===== src/hdl/clkdiv_defs.svh =====
/*
  Register indices, field positions, reset values and divider counts for
  the audio interface clock divider.
  Assumes it is included by bare name from the top design file and from the bench.
*/
`ifndef CLKDIV_DEFS_SVH
`define CLKDIV_DEFS_SVH

// Register indices; byte address is four times the index
`define IDX_POWER_MANAGEMENT_FOUR 8'h0b
`define IDX_CLOCK_CONTROL_ONE 8'h28
`define IDX_CLOCK_CONTROL_TWO 8'h29
`define IDX_PLAYBACK_FRAME_RATE 8'h35
`define IDX_RECORD_FRAME_RATE 8'h46
`define IDX_BIT_CLOCK_CONTROL 8'h73
`define IDX_PIN_FUNCTION 8'h80

// Field positions
`define POS_PM4_SLOW_EN 8
`define POS_CC1_SLOW_EN 15
`define POS_CC1_SLOW_RATE 14
`define POS_CC1_BCLK_DIV_HI 7
`define POS_CC1_BCLK_DIV_LO 4
`define POS_CC1_AUX_DIV_HI 2
`define POS_CC2_FRAME_SEL 15
`define POS_RATE_GEN_EN 11
`define POS_RATE_LEN_HI 10
`define POS_BCC_MASTER 14
`define POS_PIN_AUX_FUNC 0
`define POS_PIN_REC_ALT 1

// Reset values
`define RST_FRAME_LEN 11'h040
`define RST_BCLK_DIV 4'h0
`define RST_AUX_DIV 3'h0

// Slow clock division ratios, as powers of two
`define SLOW_DIV_SLOW_LOG2 21
`define SLOW_DIV_FAST_LOG2 19

`endif


===== src/hdl/clkdiv_pkg.sv =====
/*
  Types shared by the clock divider modules.
  Assumes nothing of its surroundings.
*/
package clkdiv_pkg;
  // Length of one output period in system clock cycles
  typedef logic [5:0] period_t;
  // Bit clock source
  typedef enum logic [1:0] {
    BCLK_SLAVE = 2'b01,
    BCLK_MASTER = 2'b10
  } bclk_mode_t;
endpackage : clkdiv_pkg


===== src/hdl/frac_clk_div.sv =====
/*
  Divides the system clock by an integer or half-integer ratio. The
  period alternates between two lengths so the average ratio is exact.
  Assumes one clock and a synchronous active-low reset.
*/
`timescale 1ns/1ps
module frac_clk_div (
  // Clock and reset
  input wire logic clk_i,
  input wire logic rst_n_i,
  // Control
  input wire logic run_i,
  input wire clkdiv_pkg::period_t period_a_i,
  input wire clkdiv_pkg::period_t period_b_i,
  // Outputs
  output logic level_o,
  output logic tick_o
);
  clkdiv_pkg::period_t cnt_r;
  clkdiv_pkg::period_t cnt_nxt;
  clkdiv_pkg::period_t per_a_r;
  clkdiv_pkg::period_t per_a_nxt;
  clkdiv_pkg::period_t per_b_r;
  clkdiv_pkg::period_t per_b_nxt;
  clkdiv_pkg::period_t per_cur;
  clkdiv_pkg::period_t per_nxt;
  clkdiv_pkg::period_t high_nxt;
  logic phase_r;
  logic phase_nxt;
  logic run_r;
  logic wrap;
  logic load;

  // Ratio is taken only at a period start, so a code change never
  // stretches or clips the period in flight; the first cycle of a run
  // starts a period at once
  assign per_cur = phase_r ? per_b_r : per_a_r;
  assign wrap = run_r && (cnt_r >= per_cur - 6'h01);
  assign load = !run_r || wrap;
  assign per_a_nxt = load ? period_a_i : per_a_r;
  assign per_b_nxt = load ? period_b_i : per_b_r;

  // Period alternation: unequal lengths average to the half ratio
  assign cnt_nxt = (!run_i || load) ? 6'h00 : cnt_r + 6'h01;
  assign phase_nxt = run_i && (wrap ? ~phase_r : phase_r);
  assign per_nxt = phase_nxt ? per_b_nxt : per_a_nxt;
  assign high_nxt = (per_nxt + 6'h01) >> 1;

  // Counter, latched ratio and registered output level
  always_ff @(posedge clk_i) begin
    if (!rst_n_i) begin
      cnt_r <= 6'h00;
      phase_r <= 1'b0;
      run_r <= 1'b0;
      per_a_r <= 6'h00;
      per_b_r <= 6'h00;
      level_o <= 1'b0;
      tick_o <= 1'b0;
    end else begin
      cnt_r <= cnt_nxt;
      phase_r <= phase_nxt;
      run_r <= run_i;
      per_a_r <= per_a_nxt;
      per_b_r <= per_b_nxt;
      level_o <= run_i && (cnt_nxt < high_nxt);
      tick_o <= run_i && (cnt_nxt == 6'h00);
    end
  end
endmodule : frac_clk_div


===== src/hdl/frame_clk_gen.sv =====
/*
  Frame clock generator: toggles its output after a programmed number of
  bit clock ticks, so one frame spans twice that count.
  Assumes bit ticks are one-cycle pulses on the system clock.
*/
`timescale 1ns/1ps
module frame_clk_gen #(
  parameter int LEN_W = 11
) (
  // Clock and reset
  input wire logic clk_i,
  input wire logic rst_n_i,
  // Control
  input wire logic enable_i,
  input wire logic bit_tick_i,
  input wire logic [LEN_W-1:0] length_i,
  // Output
  output logic frame_o
);
  logic [LEN_W-1:0] cnt_r;
  logic last;

  assign last = (cnt_r >= length_i - 1'b1);

  // Phase counter, held clear while disabled
  always_ff @(posedge clk_i) begin
    if (!rst_n_i || !enable_i) begin
      cnt_r <= '0;
      frame_o <= 1'b0;
    end else if (bit_tick_i) begin
      cnt_r <= last ? '0 : cnt_r + 1'b1;
      frame_o <= last ? ~frame_o : frame_o;
    end
  end
endmodule : frame_clk_gen


===== src/hdl/audio_clk_divider.sv =====
/*
  Audio interface clock divider: bit clock, two frame clocks, shared
  frame pin selection, auxiliary output clock and slow timeout clock,
  with an APB register slave.
  Assumes one 40 MHz clock, synchronous active-low reset and pins that
  are synchronous to the clock.
*/
//
// Behaviour
// - Bit clock divider codes select listed ratios
// - Master select bit chooses bit clock drive
// - Master mode divides system clock for bit clock
// - Frame clocks divide the bit clock
// - Frame length field counts bit clocks per phase
// - Record frame generation enable bit
// - Playback frame generation enable in master mode
// - Select bit routes frame clock to pin
// - Separate record frame pin only when configured
// - Aux clock output only when pin configured
// - Aux divider codes select listed ratios
// - Slow clock enable starts and stops it
// - Rate bit picks two to 21 or 19
// - Slow enable aliased at two registers
`timescale 1ns/1ps
`include "clkdiv_defs.svh"
module audio_clk_divider #(
  parameter int LEN_W = 11,
  parameter int SLOW_DIV_SLOW = 2 ** `SLOW_DIV_SLOW_LOG2,
  parameter int SLOW_DIV_FAST = 2 ** `SLOW_DIV_FAST_LOG2
) (
  // Clock and reset
  input wire logic CLK_I,
  input wire logic RST_N_I,
  // APB slave
  input wire logic PSEL_I,
  input wire logic PENABLE_I,
  input wire logic PWRITE_I,
  input wire logic [31:0] PADDR_I,
  input wire logic [31:0] PWDATA_I,
  input wire logic [3:0] PSTRB_I,
  output logic [31:0] PRDATA_O,
  output logic PREADY_O,
  output logic PSLVERR_O,
  // Bit clock pin
  input wire logic BIT_CLK_I,
  output logic BIT_CLK_O,
  output logic BIT_CLK_OE_O,
  // Shared frame pin
  input wire logic FRAME_CLK_I,
  output logic FRAME_CLK_O,
  output logic FRAME_CLK_OE_O,
  // Separate record frame pin
  output logic REC_FRAME_ALT_O,
  output logic REC_FRAME_ALT_OE_O,
  // Auxiliary output clock pin
  output logic AUX_CLK_O,
  output logic AUX_CLK_OE_O,
  // Timing to the rest of the interface
  output logic BIT_TICK_O,
  output logic FRAME_LEVEL_O,
  output logic SLOW_TICK_O
);
  // Register storage; each field is a flop of its own, so the slow
  // clock enable seen at two register locations is still one bit
  logic [3:0] bclk_div_r;
  logic [2:0] aux_div_r;
  logic slow_en_r;
  logic slow_rate_r;
  logic frame_sel_r;
  logic play_en_r;
  logic rec_en_r;
  logic [LEN_W-1:0] play_len_r;
  logic [LEN_W-1:0] rec_len_r;
  logic master_r;
  logic aux_func_r;
  logic rec_alt_r;
  logic [31:0] prdata_nxt;
  logic bclk_in_r;
  logic slow_tick_r;
  logic [21:0] slow_cnt_r;

  // Bit clock divider decode into alternating period lengths. The upper
  // six bits give the first period, the lower six the second; the half
  // ratios pair a short and a long period, other codes two equal ones.
  // Codes above the last listed ratio all fall to the slowest one.
  function automatic logic [11:0] bclk_periods(input logic [3:0] code);
    case (code)
      4'h0: bclk_periods = {6'd1, 6'd1};
      4'h1: bclk_periods = {6'd1, 6'd2};
      4'h2: bclk_periods = {6'd2, 6'd2};
      4'h3: bclk_periods = {6'd3, 6'd3};
      4'h4: bclk_periods = {6'd4, 6'd4};
      4'h5: bclk_periods = {6'd5, 6'd6};
      4'h6: bclk_periods = {6'd6, 6'd6};
      4'h7: bclk_periods = {6'd8, 6'd8};
      4'h8: bclk_periods = {6'd11, 6'd11};
      4'h9: bclk_periods = {6'd12, 6'd12};
      4'ha: bclk_periods = {6'd16, 6'd16};
      4'hb: bclk_periods = {6'd22, 6'd22};
      4'hc: bclk_periods = {6'd24, 6'd24};
      default: bclk_periods = {6'd32, 6'd32};
    endcase
  endfunction : bclk_periods

  // Aux divider decode; reserved codes stop the clock. A zero length
  // holds the divider idle, so the pin stays low instead of running at
  // a rate nobody asked for.
  function automatic logic [11:0] aux_periods(input logic [2:0] code);
    case (code)
      3'h0: aux_periods = {6'd1, 6'd1};
      3'h1: aux_periods = {6'd2, 6'd2};
      3'h2: aux_periods = {6'd3, 6'd3};
      3'h3: aux_periods = {6'd4, 6'd4};
      3'h4: aux_periods = {6'd5, 6'd6};
      3'h5: aux_periods = {6'd6, 6'd6};
      default: aux_periods = {6'd0, 6'd0};
    endcase
  endfunction : aux_periods

  // Byte-lane merge of a 16-bit register image. Lanes 2 and 3 carry
  // nothing: every register is 16 bits wide, so upper strobes and data
  // are ignored.
  function automatic logic [15:0] merge16(input logic [15:0] old,
                                          input logic [31:0] wd,
                                          input logic [3:0] strb);
    merge16 = {strb[1] ? wd[15:8] : old[15:8],
               strb[0] ? wd[7:0] : old[7:0]};
  endfunction : merge16

  // APB address decode. An address above the index range, or one that
  // is not word aligned, misses every register; such an access is
  // answered with an error and changes nothing.
  // The index is the byte address divided by four.
  wire [7:0] idx = PADDR_I[9:2];
  wire in_range = (PADDR_I[31:10] == 22'h0) && (PADDR_I[1:0] == 2'b00);
  wire hit_pm4 = in_range && (idx == `IDX_POWER_MANAGEMENT_FOUR);
  wire hit_cc1 = in_range && (idx == `IDX_CLOCK_CONTROL_ONE);
  wire hit_cc2 = in_range && (idx == `IDX_CLOCK_CONTROL_TWO);
  wire hit_play = in_range && (idx == `IDX_PLAYBACK_FRAME_RATE);
  wire hit_rec = in_range && (idx == `IDX_RECORD_FRAME_RATE);
  wire hit_bcc = in_range && (idx == `IDX_BIT_CLOCK_CONTROL);
  wire hit_pin = in_range && (idx == `IDX_PIN_FUNCTION);
  wire mapped = hit_pm4 | hit_cc1 | hit_cc2 | hit_play | hit_rec |
                hit_bcc | hit_pin;
  wire wr_en = PSEL_I && PENABLE_I && PWRITE_I && mapped;

  // Register images as seen by software. Unused bits read as zero, and
  // both slow clock enable positions show the same flop.
  wire [15:0] img_pm4 = 16'({slow_en_r, 8'h00});
  wire [15:0] img_cc1 = {slow_en_r, slow_rate_r, 6'h00, bclk_div_r,
                         1'b0, aux_div_r};
  wire [15:0] img_cc2 = {frame_sel_r, 15'h0000};
  wire [15:0] img_play = 16'({play_en_r, play_len_r});
  wire [15:0] img_rec = 16'({rec_en_r, rec_len_r});
  wire [15:0] img_bcc = {1'b0, master_r, 14'h0000};
  wire [15:0] img_pin = {14'h0000, rec_alt_r, aux_func_r};

  // Write values after byte-lane merge; a lane whose strobe is low
  // keeps the value the register already holds
  wire [15:0] w_pm4 = merge16(img_pm4, PWDATA_I, PSTRB_I);
  wire [15:0] w_cc1 = merge16(img_cc1, PWDATA_I, PSTRB_I);
  wire [15:0] w_cc2 = merge16(img_cc2, PWDATA_I, PSTRB_I);
  wire [15:0] w_play = merge16(img_play, PWDATA_I, PSTRB_I);
  wire [15:0] w_rec = merge16(img_rec, PWDATA_I, PSTRB_I);
  wire [15:0] w_bcc = merge16(img_bcc, PWDATA_I, PSTRB_I);
  wire [15:0] w_pin = merge16(img_pin, PWDATA_I, PSTRB_I);

  // Read data select, captured in the setup cycle. Ready is tied high:
  // the slave never inserts wait states, so the access phase is always
  // the answer cycle and read data must already stand by then.
  assign prdata_nxt = hit_pm4 ? {16'h0000, img_pm4} :
                      hit_cc1 ? {16'h0000, img_cc1} :
                      hit_cc2 ? {16'h0000, img_cc2} :
                      hit_play ? {16'h0000, img_play} :
                      hit_rec ? {16'h0000, img_rec} :
                      hit_bcc ? {16'h0000, img_bcc} :
                      hit_pin ? {16'h0000, img_pin} : 32'h0000_0000;
  assign PREADY_O = 1'b1;
  assign PSLVERR_O = PSEL_I && PENABLE_I && !mapped;

  // Read data register; holds its value until the next read setup
  always_ff @(posedge CLK_I) begin
    if (!RST_N_I) begin
      PRDATA_O <= 32'h0000_0000;
    end else if (PSEL_I && !PENABLE_I && !PWRITE_I) begin
      PRDATA_O <= prdata_nxt;
    end
  end

  // Clock control registers. A write to either alias updates the single
  // enable flop; one access can never hit both locations at once.
  // New values reach the dividers in the cycle after the write edge.
  always_ff @(posedge CLK_I) begin
    if (!RST_N_I) begin
      bclk_div_r <= `RST_BCLK_DIV;
      aux_div_r <= `RST_AUX_DIV;
      slow_en_r <= 1'b0;
      slow_rate_r <= 1'b0;
      frame_sel_r <= 1'b0;
      master_r <= 1'b0;
    end else if (wr_en) begin
      if (hit_pm4) slow_en_r <= w_pm4[`POS_PM4_SLOW_EN];
      if (hit_cc1) begin
        slow_en_r <= w_cc1[`POS_CC1_SLOW_EN];
        slow_rate_r <= w_cc1[`POS_CC1_SLOW_RATE];
        bclk_div_r <= w_cc1[`POS_CC1_BCLK_DIV_HI:`POS_CC1_BCLK_DIV_LO];
        aux_div_r <= w_cc1[`POS_CC1_AUX_DIV_HI:0];
      end
      if (hit_cc2) frame_sel_r <= w_cc2[`POS_CC2_FRAME_SEL];
      if (hit_bcc) master_r <= w_bcc[`POS_BCC_MASTER];
    end
  end

  // Frame rate and pin function registers. Lengths below eight are not
  // refused here; software is expected never to program them.
  always_ff @(posedge CLK_I) begin
    if (!RST_N_I) begin
      play_en_r <= 1'b0;
      rec_en_r <= 1'b0;
      play_len_r <= LEN_W'(`RST_FRAME_LEN);
      rec_len_r <= LEN_W'(`RST_FRAME_LEN);
      aux_func_r <= 1'b0;
      rec_alt_r <= 1'b0;
    end else if (wr_en) begin
      if (hit_play) begin
        play_en_r <= w_play[`POS_RATE_GEN_EN];
        play_len_r <= w_play[LEN_W-1:0];
      end
      if (hit_rec) begin
        rec_en_r <= w_rec[`POS_RATE_GEN_EN];
        rec_len_r <= w_rec[LEN_W-1:0];
      end
      if (hit_pin) begin
        aux_func_r <= w_pin[`POS_PIN_AUX_FUNC];
        rec_alt_r <= w_pin[`POS_PIN_REC_ALT];
      end
    end
  end

  // Bit clock generation in master mode. In slave mode the divider is
  // held at rest with its level low, and it starts a fresh period on
  // the first cycle after master mode is chosen.
  clkdiv_pkg::bclk_mode_t mode;
  wire [11:0] bclk_per = bclk_periods(bclk_div_r);
  wire [11:0] aux_per = aux_periods(aux_div_r);
  wire bclk_level;
  wire bclk_tick_int;
  assign mode = master_r ? clkdiv_pkg::BCLK_MASTER
                         : clkdiv_pkg::BCLK_SLAVE;
  frac_clk_div u_bclk_div (
    .clk_i(CLK_I),
    .rst_n_i(RST_N_I),
    .run_i(mode == clkdiv_pkg::BCLK_MASTER),
    .period_a_i(bclk_per[11:6]),
    .period_b_i(bclk_per[5:0]),
    .level_o(bclk_level),
    .tick_o(bclk_tick_int)
  );

  // Slave bit clock edge detect on the input pin. The sample flop
  // resets low, the idle level of the pin, so no false edge follows
  // reset.
  always_ff @(posedge CLK_I) begin
    if (!RST_N_I) begin
      bclk_in_r <= 1'b0;
    end else begin
      bclk_in_r <= BIT_CLK_I;
    end
  end

  // Bit clock pin and tick to the serial logic. In slave mode the tick
  // comes straight from the pin and its previous sample; in master mode
  // it comes from the divider, in the cycle the level rises.
  wire slave_tick = BIT_CLK_I && !bclk_in_r;
  assign BIT_CLK_O = bclk_level;
  assign BIT_CLK_OE_O = (mode == clkdiv_pkg::BCLK_MASTER);
  assign BIT_TICK_O = (mode == clkdiv_pkg::BCLK_MASTER) ? bclk_tick_int
                                                         : slave_tick;

  // Frame clock generators, driven by the internal bit tick. Both rest
  // in slave mode, as the host then drives the frame pins itself.
  wire rec_frame;
  wire play_frame;
  frame_clk_gen #(.LEN_W(LEN_W)) u_rec_frame (
    .clk_i(CLK_I),
    .rst_n_i(RST_N_I),
    .enable_i(rec_en_r && master_r),
    .bit_tick_i(bclk_tick_int),
    .length_i(rec_len_r),
    .frame_o(rec_frame)
  );
  frame_clk_gen #(.LEN_W(LEN_W)) u_play_frame (
    .clk_i(CLK_I),
    .rst_n_i(RST_N_I),
    .enable_i(play_en_r && master_r),
    .bit_tick_i(bclk_tick_int),
    .length_i(play_len_r),
    .frame_o(play_frame)
  );

  // Shared frame pin: source select in master, input in slave. The pin
  // is driven only while the selected generator runs; otherwise the
  // level seen on the pin is passed on to the serial logic.
  wire sel_en = frame_sel_r ? rec_en_r : play_en_r;
  assign FRAME_CLK_O = frame_sel_r ? rec_frame : play_frame;
  assign FRAME_CLK_OE_O = master_r && sel_en;
  assign FRAME_LEVEL_O = FRAME_CLK_OE_O ? FRAME_CLK_O : FRAME_CLK_I;
  assign REC_FRAME_ALT_O = rec_frame;
  assign REC_FRAME_ALT_OE_O = rec_alt_r && master_r && rec_en_r;

  // Auxiliary output clock, driven only when the pin takes that function.
  // The divider runs only while the function is selected, so an unused
  // pin costs no toggling.
  wire aux_run = aux_func_r && (aux_per != 12'h000);
  wire aux_level;
  frac_clk_div u_aux_div (
    .clk_i(CLK_I),
    .rst_n_i(RST_N_I),
    .run_i(aux_run),
    .period_a_i(aux_per[11:6]),
    .period_b_i(aux_per[5:0]),
    .level_o(aux_level),
    .tick_o()
  );
  assign AUX_CLK_O = aux_level;
  assign AUX_CLK_OE_O = aux_func_r;

  // Slow clock: one tick per selected number of system clocks. The
  // counter is cleared while the enable is off, so every start gives a
  // full first interval. A rate change acts at once; a count already
  // past the new end wraps on the next cycle.
  wire [21:0] slow_last = slow_rate_r ? 22'(SLOW_DIV_FAST - 1)
                                      : 22'(SLOW_DIV_SLOW - 1);
  always_ff @(posedge CLK_I) begin
    if (!RST_N_I || !slow_en_r) begin
      slow_cnt_r <= 22'h000000;
      slow_tick_r <= 1'b0;
    end else begin
      slow_cnt_r <= (slow_cnt_r >= slow_last) ? 22'h000000
                                              : slow_cnt_r + 22'h000001;
      slow_tick_r <= (slow_cnt_r >= slow_last);
    end
  end
  assign SLOW_TICK_O = slow_tick_r;
endmodule : audio_clk_divider


===== config.mk =====
export PLATFORM = sky130hd
export DESIGN_NAME = audio_clk_divider
export DESIGN_NICKNAME = d
export VERILOG_FILES = /design/src/hdl/clkdiv_pkg.sv /design/src/hdl/frac_clk_div.sv /design/src/hdl/frame_clk_gen.sv /design/src/hdl/audio_clk_divider.sv
export VERILOG_INCLUDE_DIRS = /design/src /design/src/hdl
export SDC_FILE = /design/constraint.sdc
export NUM_CORES = 1
export LEC_CHECK = 0
export BUFFER_PORTS_ARGS = -buffer_cell sky130_fd_sc_hd__clkbuf_2
export CORE_ASPECT_RATIO = 1.25
export CORE_MARGIN = 1
export CORE_UTILIZATION = 50
export DETAILED_ROUTE_END_ITERATION = 6
export PLACE_DENSITY = 0.71
export SETUP_SLACK_MARGIN = 0.3
export SLEW_MARGIN = 20
export SYNTH_ARGS = -nofsm -noshare
export SYNTH_HDL_FRONTEND = slang
export SYNTH_SLANG_ARGS = --single-unit

===== constraint.sdc =====
create_clock -name CLK_I -period 7.8 [get_ports CLK_I]
set_clock_uncertainty 0.05 [all_clocks]
set_input_delay 0.39 -clock CLK_I [delete_from_list [all_inputs] [get_ports CLK_I]]
set_output_delay 0.39 -clock CLK_I [all_outputs]
set_load 0.03 [all_outputs]

==> results.py <==
metrics = {
    "routing": {
        "wl_per_cell_um": 14.77,
        "drt_wl_total_mm": 18.84,
        "vias": 6986,
        "drc": 0,
        "firstDrtPassIters": 5,
        "via_per_inst": 5.475,
        "ant_nets": 0,
        "drt_first_iter_violations": 385,
    },
    "finish": {
        "layout-drive-gt1-share_pct": 13.11,
        "final_cells": 1276,
        "finalNetCount": 1185,
        "antenna_cells": 0,
        "syn2layout_area_growth_pct": 12.94,
        "fin_util_pct": 58.26,
        "fin_area_um2": 9553,
        "fillers": 1504,
    },
    "timing": {
        "tightestPinTransition_ns": 0.8807,
        "finalSetupTns_ns": 0,
        "period_minus_slack_ns": 4.789,
        "rsz0062_at_grt": "false",
        "hold_viol": 0,
        "post-route-period-util_pct": 61.40,
        "finalSetupViolations": 0,
        "slew_viol_final": 0,
        "slew_headroom_pct": 40.97,
        "fmax_mhz": 208.8,
    },
    "grt": {
        "grt_pass1_wl_mm": 31.89,
        "grt_pass1_vias": 6693,
        "grt_max_degree": 70,
        "grt_overflow_total": 0,
        "antenna_found_initial": 0,
        "grtUsageTotal_pct": 22.81,
    },
    "worst_setup_path": {
        "worstPathArrival_ns": 5.06,
        "path_class": "reg2reg",
        "r2r_cells": 17,
        "crit_path_max_incr_delay_ns": 0.69,
        "cp_slowest_cell": "dfxtp_1",
        "cp_common_cell": "ha_1",
        "crit_path_end_kind": "register",
        "crit_chain": "mux2i_1 > ha_1 > o21ai_0 > xnor2_1 > ha_1 > and2_1 > o21ai_0 > nor4b_1 > nor2_1 > a221oi_1 > ha_1 > xnor2_1 > ha_1 > a21boi_0 > o21ai_0 > a21oi_1 > nor4_1",
        "r2r_start": "u_aux_div.phase_r",
        "startpoint_type": "register",
        "worstPathMaxFanout": 14,
        "r2r-end": "u_aux_div.level_o",
        "crit_required_ns": 8.08,
        "r2r_slack_ns": 3.01,
    },
    "clock_network": {
        "path_clk_slew_ns": 0.06,
        "numCtsBuffers": 17,
        "cts_num_sinks": 150,
        "cts_tree": "yes",
        "h-tree-depth": 4,
        "cts_root_buffer": "clkbuf_16",
        "clk_latency_ns": 0.43,
        "post_cts_buffers": 0,
        "clk_path_buf_depth": 2,
        "ctsResizeCount": 0,
        "hold_buffers": 0,
    },
    "worst_hold_path": {
        "holdCritStartpoint": "BIT_CLK_I",
        "min_path_type": "in2reg",
        "holdPathEnd": "bclk_in_r",
        "hold_path_depth": 2,
    },
    "synth": {
        "ys_types": 67,
        "yosys_register_bits": 150,
        "syn_area_um2": 8458,
        "synth_top_area_share_pct": 35.50,
        "ys.flop_type": "dfxtp_1",
        "synth.yosys.seq_area_share_pct": 35.50,
        "avgSynthCellArea_um2": 8.675,
        "ys_warn_count": 0,
        "synth.area.top_cells": "dfxtp_1 36%, ha_1 9.2%, mux2i_1 7.3%, nor2_1 6.5%, xor2_1 5.7%",
        "netlist_instances": 975,
        "synth_edf_count": 0,
        "synth_top_area_cell": "dfxtp_1",
        "synth-async-reset-ratio_pct": 0,
    },
    "power_and_ir_drop": {
        "leakage_nw": 3.937,
        "p_total_mw": 1.682,
        "p_per_area_nw_per_um2": 176.1,
        "vdd_ir_drop_max_uv": 138.7,
    },
    "floorplanning": {
        "dieHeight_um": 147.4,
        "die_x_um": 118.3,
        "ios": 120,
        "rows": 52,
        "start_util_pct": 51.59,
        "dieArea_um2": 17440,
        "core_area_um2": 16400,
    },
    "placed_design": {
        "postPlaceCellArea_um2": 8947,
        "gp_congestion": 0.8164,
        "hpwl_mm": 14.22,
        "placedCellCount": 1245,
        "port_buffers": 80,
    },
    "outcome": {
        "status": "complete, no violations",
    },
    "run": {
        "max_cap_viol_count": 0,
    },
}
==> cells by family (layout without fill, tap and decap cells) <==
logic type,count (synthesis),after routing,share of synthesized area (%)
xor gates and xnor gates,88,88,9.112
muxes,69,69,8.269
buffers and inverters,73,141,4.453
DFF,150,150,35.50
adders and majority gates,62,62,9.172
AOI/OAI and AO/OA,130,130,10.18
other,2,19,0.08879
and+or+nand+nor,401,401,23.22
==> final cells by class <==
type	instances	area [um^2]	share of cell area [%]
Tap cell	216	270.3	2.829
Multi-Input combinational cell	769	5142	53.83
Clock inverter	12	152.6	1.598
Timing Repair Buffer	85	437.9	4.584
Inverter	25	93.84	0.9823
Sequential cell	150	3003	31.43
Clock buffer	19	452.9	4.741
==> placed cells by master, fill, tap and decap left out, types with 4 or more instances in the layout <==
cell          n
mux2i_1      62
clkbuf_2     80
nand2b_1      6
nor3_1       24
conb_1       19
dfxtp_1     150
buf_4         5
o21ai_0      20
and2_1        7
a21oi_1      47
a211oi_1      7
clkbuf_16    17
xor2_1       55
nor2b_1      10
a22oi_1       4
mux2_2        7
a21o_1        4
inv_1        23
or3_1         5
nor3b_1       6
a222oi_1      8
nand3_1      33
and3_1       21
nand2_1      87
xnor2_1      33
ha_1         62
nor2_1      147
nand4_1      13
a22o_1        8
o211ai_1      4
clkinvlp_4    4
nor4_1       14
nor4b_1       5
==> report_power, final <==
group          switching [mW]  internal (mW)  total [mW]
clock                   0.327          0.517       0.844
sequential            0.00147          0.769       0.770
combinational          0.0473         0.0211      0.0683
==> stage by stage <==
| stage | setup WS [ns] | hold WS [ns] |
|---|---|---|
| 3_3_place_gp | 3.086 | 0.3768 |
| 6_report | 3.011 | 0.1387 |
| 5_1_grt | 2.602 | 0.1416 |
| 4_1_cts | 3.011 | 0.1306 |
| 2_1_floorplan | 3.238 | 0.3629 |
| 3_5_place_dp | 3.027 | 0.3819 |
==> state kept, by name, summed over array words and instances (netlist names), 6 cells and up <==
register and count:
u_aux_div.per_a_r 6, play_len_r 11, PRDATA_O 14, u_bclk_div.cnt_r 6, u_rec_frame.cnt_r 11, u_bclk_div.per_a_r 6, u_bclk_div.per_b_r 6, slow_cnt_r 22
u_aux_div.per_b_r 6, rec_len_r 11, bclk_per 8, u_play_frame.cnt_r 11, u_aux_div.cnt_r 6
==> cell usage after synthesis, drive strengths merged (5+ instances only) <==
library cell	n
a211oi	8
a21oi	47
a222oi	8
a22o	8
and2	7
and3	22
buf	29
clkbuf	19
dfxtp	150
ha	62
inv	24
mux2	7
mux2i	62
nand2	88
nand2b	7
nand3	33
nand4	13
nor2	149
nor2b	10
nor3	25
nor3b	6
nor4	16
nor4b	5
o21ai	22
or3	5
xnor2	33
xor2	55
==> worst max path at each step <==
stage	startpoint	end	slack (ns)	cells past startpoint
2_1_floorplan	u_bclk_div.phase_r	u_bclk_div.level_o	3.24	20
3_3_place_gp	u_bclk_div.phase_r	u_bclk_div.level_o	3.09	18
3_5_place_dp	u_bclk_div.phase_r	u_bclk_div.level_o	3.03	18
4_1_cts	u_bclk_div.phase_r	u_bclk_div.level_o	3.01	18
5_1_grt	u_aux_div.phase_r	u_aux_div.level_o	2.60	17
6_report	u_aux_div.phase_r	u_aux_div.level_o	3.01	17
==> layer usage <==
layer  share of wire, %  up-vias  global-route usage (%)
met2                 49      166                   38.94
met4                2.2        0                   9.167
met5                  0        -                       0
met1                 45     3255                   28.12
li1                   -     3538                       -
met3                4.2       27                   4.514
==> worst max-delay path, delay by kind of cell, from the launching register on <==
kind            cells  cell delay, ns
simple gates        4            0.98
fa+ha+maj           4            1.05
xor+xnor            2            0.44
mux                 1            0.40
flops               1            0.69
compound gates      6            1.08
Note: power is estimated with default switching activity, not from simulation.
